$ cat config.mk
export PLATFORM = sky130hd
export DESIGN_NAME = pan_status_regs
export DESIGN_NICKNAME = d
export VERILOG_FILES = /design/src/hw/pan_pkg.sv /design/src/hw/pan_status_regs.sv /design/src/hw/pan_read_flag.sv
export SDC_FILE = /design/constraint.sdc
export NUM_CORES = 1
export LEC_CHECK = 0
export BUFFER_PORTS_ARGS = -buffer_cell sky130_fd_sc_hd__buf_2
export CAP_MARGIN = 20
export CORE_UTILIZATION = 49
export CTS_BUF_LIST = sky130_fd_sc_hd__clkbuf_2
export CTS_CLUSTER_SIZE = 8
export DETAILED_ROUTE_END_ITERATION = 8
export HOLD_SLACK_MARGIN = 0.06
export PLACE_DENSITY = 0.81
export SLEW_MARGIN = 20
export SYNTH_ARGS = -nofsm -noshare
export SYNTH_HDL_FRONTEND = slang
export SYNTH_SLANG_ARGS = --single-unit
export TNS_END_PERCENT = 20
$ cat constraint.sdc
create_clock -name clk_sys -period 1.51 [get_ports clk_sys]
set_clock_uncertainty 0.15 [all_clocks]
set_input_delay 0.302 -clock clk_sys [delete_from_list [all_inputs] [get_ports clk_sys]]
set_output_delay 0.302 -clock clk_sys [all_outputs]
set_load 0.01 [all_outputs]
$ cat src/hw/pan_pkg.sv
// Register map, field layout and fixed values of the status bank
package pan_pkg;
    // Register offsets on the host bus
    localparam logic [4:0] OFS_STATUS_LOW = 5'h02;
    localparam logic [4:0] OFS_STATUS_HIGH = 5'h03;
    localparam logic [4:0] OFS_LOCAL_LOW = 5'h08;
    localparam logic [4:0] OFS_LOCAL_HIGH = 5'h09;
    localparam logic [4:0] OFS_PARTNER_LOW = 5'h0A;
    localparam logic [4:0] OFS_PARTNER_HIGH = 5'h0B;
    localparam logic [4:0] OFS_EXPAND_LOW = 5'h0C;
    localparam logic [4:0] OFS_EXPAND_HIGH = 5'h0D;
    localparam logic [4:0] OFS_EXT_LOW = 5'h1E;
    localparam logic [4:0] OFS_EXT_HIGH = 5'h1F;

    // Fixed register images
    localparam logic [7:0] STATUS_HIGH_VALUE = 8'h01;
    localparam logic [7:0] STATUS_LOW_FIXED = 8'h08;
    localparam logic [7:0] EXT_HIGH_VALUE = 8'h80;
    localparam logic [7:0] RESERVED_VALUE = 8'h00;
    localparam logic [7:0] MAC_SIDE_HIGH = 8'h40;
    localparam logic [7:0] SGMII_LOW = 8'h01;

    // Writable masks per mode
    localparam logic [7:0] GBE_HIGH_MASK = 8'hF3;
    localparam logic [7:0] GBE_LOW_MASK = 8'hC0;
    localparam logic [7:0] PHY_HIGH_MASK = 8'hDC;

    // Field positions
    localparam int BIT_UNIDIR = 7;
    localparam int BIT_AN_DONE = 5;
    localparam int BIT_LINK = 2;
    localparam int BIT_PAGE_RX = 1;
    localparam int SPEED_LSB = 2;

    // Reset values of writable abilities
    localparam logic [7:0] LOCAL_HIGH_RESET = 8'h00;
    localparam logic [7:0] LOCAL_LOW_RESET = 8'h60;

    typedef enum logic [1:0] {
        PAN_MODE_GBE = 2'b00,
        PAN_MODE_PHY = 2'b01,
        PAN_MODE_MAC = 2'b10
    } pan_mode_type;
endpackage

$ cat src/hw/pan_status_regs.sv
`timescale 1ns/10ps
// Status and auto-negotiation register bank of the PCS host bus
module pan_status_regs
    import pan_pkg::*;
#(
    parameter logic UNIDIR_ABLE = 1'b0
) (
    // Clock and reset
    input wire logic clk_sys,
    input wire logic rst_n,
    // Host bus
    input wire logic [4:0] host_addr,
    input wire logic host_rd,
    input wire logic host_wr,
    input wire logic [7:0] host_wdata,
    output logic [7:0] host_rdata,
    // Mode and control
    input wire pan_pkg::pan_mode_type pcs_mode,
    input wire logic autoneg_enable,
    input wire logic [1:0] ctrl_speed,
    // Negotiation state
    input wire logic link_up,
    input wire logic autoneg_done,
    input wire logic page_received,
    input wire logic [15:0] partner_page,
    // Resulting data rate
    output logic [1:0] mii_speed
);
    import pan_pkg::*;

    logic link_latch_n;
    logic page_flag;
    logic [7:0] local_high;
    logic [7:0] local_low;
    logic [7:0] next_local_high;
    logic [7:0] next_local_low;
    logic [7:0] next_rdata;
    logic [7:0] status_low;
    logic [7:0] adv_high;
    logic [7:0] adv_low;
    logic [7:0] lp_high;
    logic [7:0] lp_low;
    logic [1:0] next_speed;
    logic is_sgmii;
    logic rd_status;
    logic rd_expand;

    assign is_sgmii = (pcs_mode != PAN_MODE_GBE);
    assign rd_status = host_rd && (host_addr == OFS_STATUS_LOW);
    assign rd_expand = host_rd && (host_addr == OFS_EXPAND_LOW);

    // Link down latch: flag holds the "link lost" event
    pan_read_flag #(
        .RESET_VALUE(1'b1)
    ) u_link_lost (
        .clk_sys(clk_sys),
        .rst_n(rst_n),
        .set(!link_up),
        .clear(rd_status),
        .flag(link_latch_n)
    );

    pan_read_flag #(
        .RESET_VALUE(1'b0)
    ) u_page_rx (
        .clk_sys(clk_sys),
        .rst_n(rst_n),
        .set(page_received),
        .clear(rd_expand),
        .flag(page_flag)
    );

    // Status low image
    always_comb begin
        status_low = STATUS_LOW_FIXED;
        status_low[BIT_UNIDIR] = UNIDIR_ABLE;
        status_low[BIT_AN_DONE] = autoneg_done;
        // Live link gates the latch so a loss reads low at once
        status_low[BIT_LINK] = link_up && !link_latch_n;
    end

    // Advertised ability images per mode
    always_comb begin
        case (pcs_mode)
            PAN_MODE_GBE: begin
                adv_high = local_high & GBE_HIGH_MASK;
                adv_low = local_low & GBE_LOW_MASK;
            end
            PAN_MODE_PHY: begin
                adv_high = local_high & PHY_HIGH_MASK;
                adv_low = SGMII_LOW;
            end
            default: begin
                adv_high = MAC_SIDE_HIGH;
                adv_low = SGMII_LOW;
            end
        endcase
    end

    // Partner ability images per mode
    always_comb begin
        if (is_sgmii) begin
            lp_high = partner_page[15:8] & PHY_HIGH_MASK;
            lp_low = SGMII_LOW;
        end else begin
            lp_high = partner_page[15:8] & GBE_HIGH_MASK;
            lp_low = partner_page[7:0] & GBE_LOW_MASK;
        end
    end

    // Writes to the advertised ability bytes
    always_comb begin
        next_local_high = local_high;
        next_local_low = local_low;
        if (host_wr && pcs_mode == PAN_MODE_GBE) begin
            if (host_addr == OFS_LOCAL_HIGH) begin
                next_local_high = host_wdata & GBE_HIGH_MASK;
            end else if (host_addr == OFS_LOCAL_LOW) begin
                next_local_low = host_wdata & GBE_LOW_MASK;
            end
        end else if (host_wr && pcs_mode == PAN_MODE_PHY) begin
            if (host_addr == OFS_LOCAL_HIGH) begin
                next_local_high = host_wdata & PHY_HIGH_MASK;
            end
        end
    end

    // Read data decode
    always_comb begin
        next_rdata = host_rdata;
        if (host_rd) begin
            if (host_addr == OFS_STATUS_LOW) begin
                next_rdata = status_low;
            end else if (host_addr == OFS_STATUS_HIGH) begin
                next_rdata = STATUS_HIGH_VALUE;
            end else if (host_addr == OFS_LOCAL_LOW) begin
                next_rdata = adv_low;
            end else if (host_addr == OFS_LOCAL_HIGH) begin
                next_rdata = adv_high;
            end else if (host_addr == OFS_PARTNER_LOW) begin
                next_rdata = lp_low;
            end else if (host_addr == OFS_PARTNER_HIGH) begin
                next_rdata = lp_high;
            end else if (host_addr == OFS_EXPAND_LOW) begin
                next_rdata = RESERVED_VALUE;
                next_rdata[BIT_PAGE_RX] = page_flag;
            end else if (host_addr == OFS_EXPAND_HIGH) begin
                next_rdata = RESERVED_VALUE;
            end else if (host_addr == OFS_EXT_HIGH) begin
                next_rdata = EXT_HIGH_VALUE;
            end else if (host_addr == OFS_EXT_LOW) begin
                next_rdata = RESERVED_VALUE;
            end else begin
                next_rdata = RESERVED_VALUE;
            end
        end
    end

    // Data rate: advertised speed field in SGMII with autoneg
    always_comb begin
        if (is_sgmii && autoneg_enable) begin
            next_speed = adv_high[SPEED_LSB +: 2];
        end else begin
            next_speed = ctrl_speed;
        end
    end

    always_ff @(posedge clk_sys or negedge rst_n) begin
        if (!rst_n) begin
            local_high <= LOCAL_HIGH_RESET;
            local_low <= LOCAL_LOW_RESET;
            host_rdata <= RESERVED_VALUE;
            mii_speed <= 2'h0;
        end else begin
            local_high <= next_local_high;
            local_low <= next_local_low;
            host_rdata <= next_rdata;
            mii_speed <= next_speed;
        end
    end
endmodule

$ cat src/hw/pan_read_flag.sv
`timescale 1ns/10ps
// Sticky flag that hardware sets and a register read clears
module pan_read_flag #(
    parameter logic RESET_VALUE = 1'b0
) (
    // Clock and reset
    input wire logic clk_sys,
    input wire logic rst_n,
    // Control
    input wire logic set,
    input wire logic clear,
    // State
    output logic flag
);
    logic next_flag;

    // Set wins over a clear in the same cycle
    always_comb begin
        next_flag = flag;
        if (set) begin
            next_flag = 1'b1;
        end else if (clear) begin
            next_flag = 1'b0;
        end
    end

    always_ff @(posedge clk_sys or negedge rst_n) begin
        if (!rst_n) begin
            flag <= RESET_VALUE;
        end else begin
            flag <= next_flag;
        end
    end
endmodule

==> results list <==
- Die outline width: 52.6 microns
- Via count: 1333
* Global-route wire length before repair: 5880 microns
- GRT Overall Usage: 0.298
* Final Cycle Share: 0.927
- For the pin with the worst max-slew slack, the measured transition is 475 ps.
- Number of antenna violations at the first check in global routing: 0
- Static power due to leakage: 0.000889 uW
- Number of design-rule violations left by the first detailed-router iteration: 58
* Pins over their slew limit: 0
- Peak fanout along the critical path: 5
- Post-synth ARST share: 1.00
- Worst min-delay path class: primary input to flop
* Stage delay of the slowest cell on the critical path: 450 ps
- Slack of the worst reg-to-reg path: 220 ps
- Signed area change from the synthesized netlist to the final layout: 46.8%
- Die Span Y: 52.6 microns
- Hold Buf Count CTS: 15
- WP data required: 1660 ps
- The startpoint identified for the worst hold timing path is pcs_mode[1].
- Post-synth EDFFs: 0
- Sequential share of power: 0.476
- Filler-free cell count of the finished design: 239
* Worst endpoint data arrival time: 1550 ps
- Initial Utilization: 0.541
- Number of resized instances in the post-cts repair step: 0
* Count of synthesis-stage warnings from yosys: 0
* Total of flip-flops plus latches after synthesis: 22
* Kind of end point of the critical path: flop
* Total wire length after detailed routing: 3550 microns
* Sequential-to-total area share from yosys stat: 0.441
* Number of search-and-repair iterations in the first detailed-routing pass: 4
* Cts bufs inserted: 3
- Total standard cell area after synthesis: 0.00125 sq mm
- Site Rows: 17
* CP startpoint: host_addr[4]
* Root buffer cell: sky130_fd_sc_hd__clkbuf_2
* Net Sw Frac: 0.258
- Inserted Diodes: 0
- In this run the number of H-tree levels came out at 1.
* Clock period minus final worst setup slack: 1400 ps
* Final Net Count: 253
- Top library cells by usage in the layout, fill and taps aside: sky130_fd_sc_hd__buf_2, sky130_fd_sc_hd__buf_4, sky130_fd_sc_hd__dfrtp_1
* Fraction of layout instances using a drive strength above 1: 0.389
- DIE AREA: 0.00276 sq mm
* WS Path Type: primary input to flop
- In the final layout, the multi-input gates occupy 646 sq um.
- In this run the tightest slew margin relative to its limit is 0.683.
* RePlAce Congestion: 0.985
- For this design the ratio of total power to cell area is 750 mW/mm^2.
* Achievable Freq: 715 MHz
- After detailed routing, the number of vias per cell comes to 5.58.
- Clock input transition at the sequential cells of the worst setup and hold paths: 210 ps
- Syn nets: 172
* Detail Route Antenna Nets: 0
* Cell variety after synth: 42
* Vias in the first global route: 1347
* Count of maximum capacitance violations: 0
- The clock drives 22 sinks.
- After detailed routing, the number of remaining DRC violations is 0.
- IO buf count: 44
- Internal Power: 1020 uW
- Clock tree from TritonCTS: yes
- Startpoint type of the worst setup path: primary input
- Insertion delay to the later sink of the worst-skew pair: 340 ps
* Core Footprint: 0.00232 sq mm
- Number of instances in the placed design: 220
* Max Root-Sink Buffers: 2
- The average instance in the mapped netlist occupies 9.57 sq um.
* Cell with the largest stage delay on the worst path: sky130_fd_sc_hd__a2111oi_1
- Most used DFF post-synth: sky130_fd_sc_hd__dfrtp_1
* Crit-path leading delay family: compound AO/OA/AOI/OAI gates
- After legalization and detailed placement, the total HPWL measured 2690 microns.
* Fin. Hold Viols: 0
- Seq. cell area: 553 sq um
- Total net switching power: 356 uW
* Crit-path cells: buf_2 > buf_4 > nor3b_2 > o21ai_1 > a2111oi_1 > a211o_1
- Buf/Inv on CP: 2
* Overall overflow remaining after global route: 0
* Setup repair after global routing missed its margin: no
- The share of total power dissipated in combinational logic is 0.224.
- Clk pwr share: 0.300
- VDD sags by at most 0.847 mV.
* Cells after Synth: 131
* Count of filler cells inserted in the layout: 159
* Pin count of the biggest net entering global routing: 23
- Worst hold slack: 120 ps
- Total of endpoints with negative setup slack in the final report: 0
- Status: complete, no violations
- For this design the top-level I/O count stands at 51.
- Wire per inst: 14.9 microns
- Commonest non-fill, non-tap cell in the layout: sky130_fd_sc_hd__buf_2
* FF-to-FF Start: local_high[6]$_DFFE_PN0P_
- Setup Buffers After CTS: 0
[layer usage]
layer / routed length (microns) / GRT usage
met1: 1510 / 0.348
met2: 1810 / 0.540
met3: 159 / 0.0377
met4: 79 / 0.127
met5: 0 / 0
[logic make-up after synthesis]
family          count (synthesis)  synth area share
simple gates                   54             0.249
mux                             5            0.0449
compound gates                 39             0.219
buf+inv                        11            0.0469
flops                          22             0.441
[path summary, 6_finish.rpt]
kind	depth (start not counted)	end
setup reg to reg	3	host_rdata[6]$_DFFE_PN0P_
hold / removal	3	mii_speed[1]$_DFF_PN0_
setup / recovery	6	host_rdata[6]$_DFFE_PN0P_
hold reg to reg	1	host_rdata[1]$_DFFE_PN0P_
max in group asynchronous	2	local_low[6]$_DFFE_PN1P_
min in group asynchronous	2	host_rdata[2]$_DFFE_PN0P_
[registers in the layout, summed over array words and instances (netlist names)]
| signal | count |
|---|---|
| host_rdata | 8 |
| local_high | 8 |
| local_low | 2 |
| mii_speed | 2 |
| u_link_lost.flag | 1 |
| u_page_rx.flag | 1 |
[worst min-delay path: stages]
cell and delay (ps):
sky130_fd_sc_hd__buf_2 120, sky130_fd_sc_hd__buf_4 120, sky130_fd_sc_hd__o22ai_1 60
[cell type report]
cell class                 count  share of cell area
sequential                    22               0.300
clock buffer                   3             0.00816
inverter                       5              0.0102
timing repair buffer          82               0.295
clock inverter                 1              0.0163
multi-input combinational     98               0.351
tap                           28              0.0190
[synth_stat cells, drive strengths merged, types with 2 or more instances]
library cell	count	area, sq um
or2	2	12.5
nor2	6	25.0
buf	4	32.5
nand3	12	60.1
nand2	16	60.1
and3	3	18.8
dfstp	2	52.6
o21ai	10	50.0
clkbuf	2	7.51
o22ai	2	12.5
a31oi	7	58.8
o21a	3	22.5
a21oi	3	15.0
a211o	2	17.5
nor3b	3	27.5
or3	2	12.5
a21o	6	45.0
dfrtp	20	500
inv	5	18.8
mux2	5	56.3
[power by group through the flow]
stage	Sequential [uW]	Combinational (uW)	Clock, uW
2_1_floorplan	670	119	0
3_5_place_dp	667	274	0
5_1_grt	661	339	453
3_3_place_gp	664	262	0
6_report	656	309	415
4_1_cts	656	305	422
[per-stage QoR]
step | TNS [ps] | power [uW] | util | instance area (sq um) | setup slack [ps]
2_1_floorplan | -103 | 789 | - | 1260 | -64.8
3_3_place_gp | -1320 | 926 | 0.710 | 1650 | -174
3_5_place_dp | -2020 | 942 | 0.710 | 1650 | -257
4_1_cts | 0 | 1380 | 0.794 | 1840 | 107
5_1_grt | 0 | 1450 | 0.794 | 1840 | 31.4
6_report | 0 | 1380 | 0.794 | 1840 | 111
(Power assumes the default switching activity.)
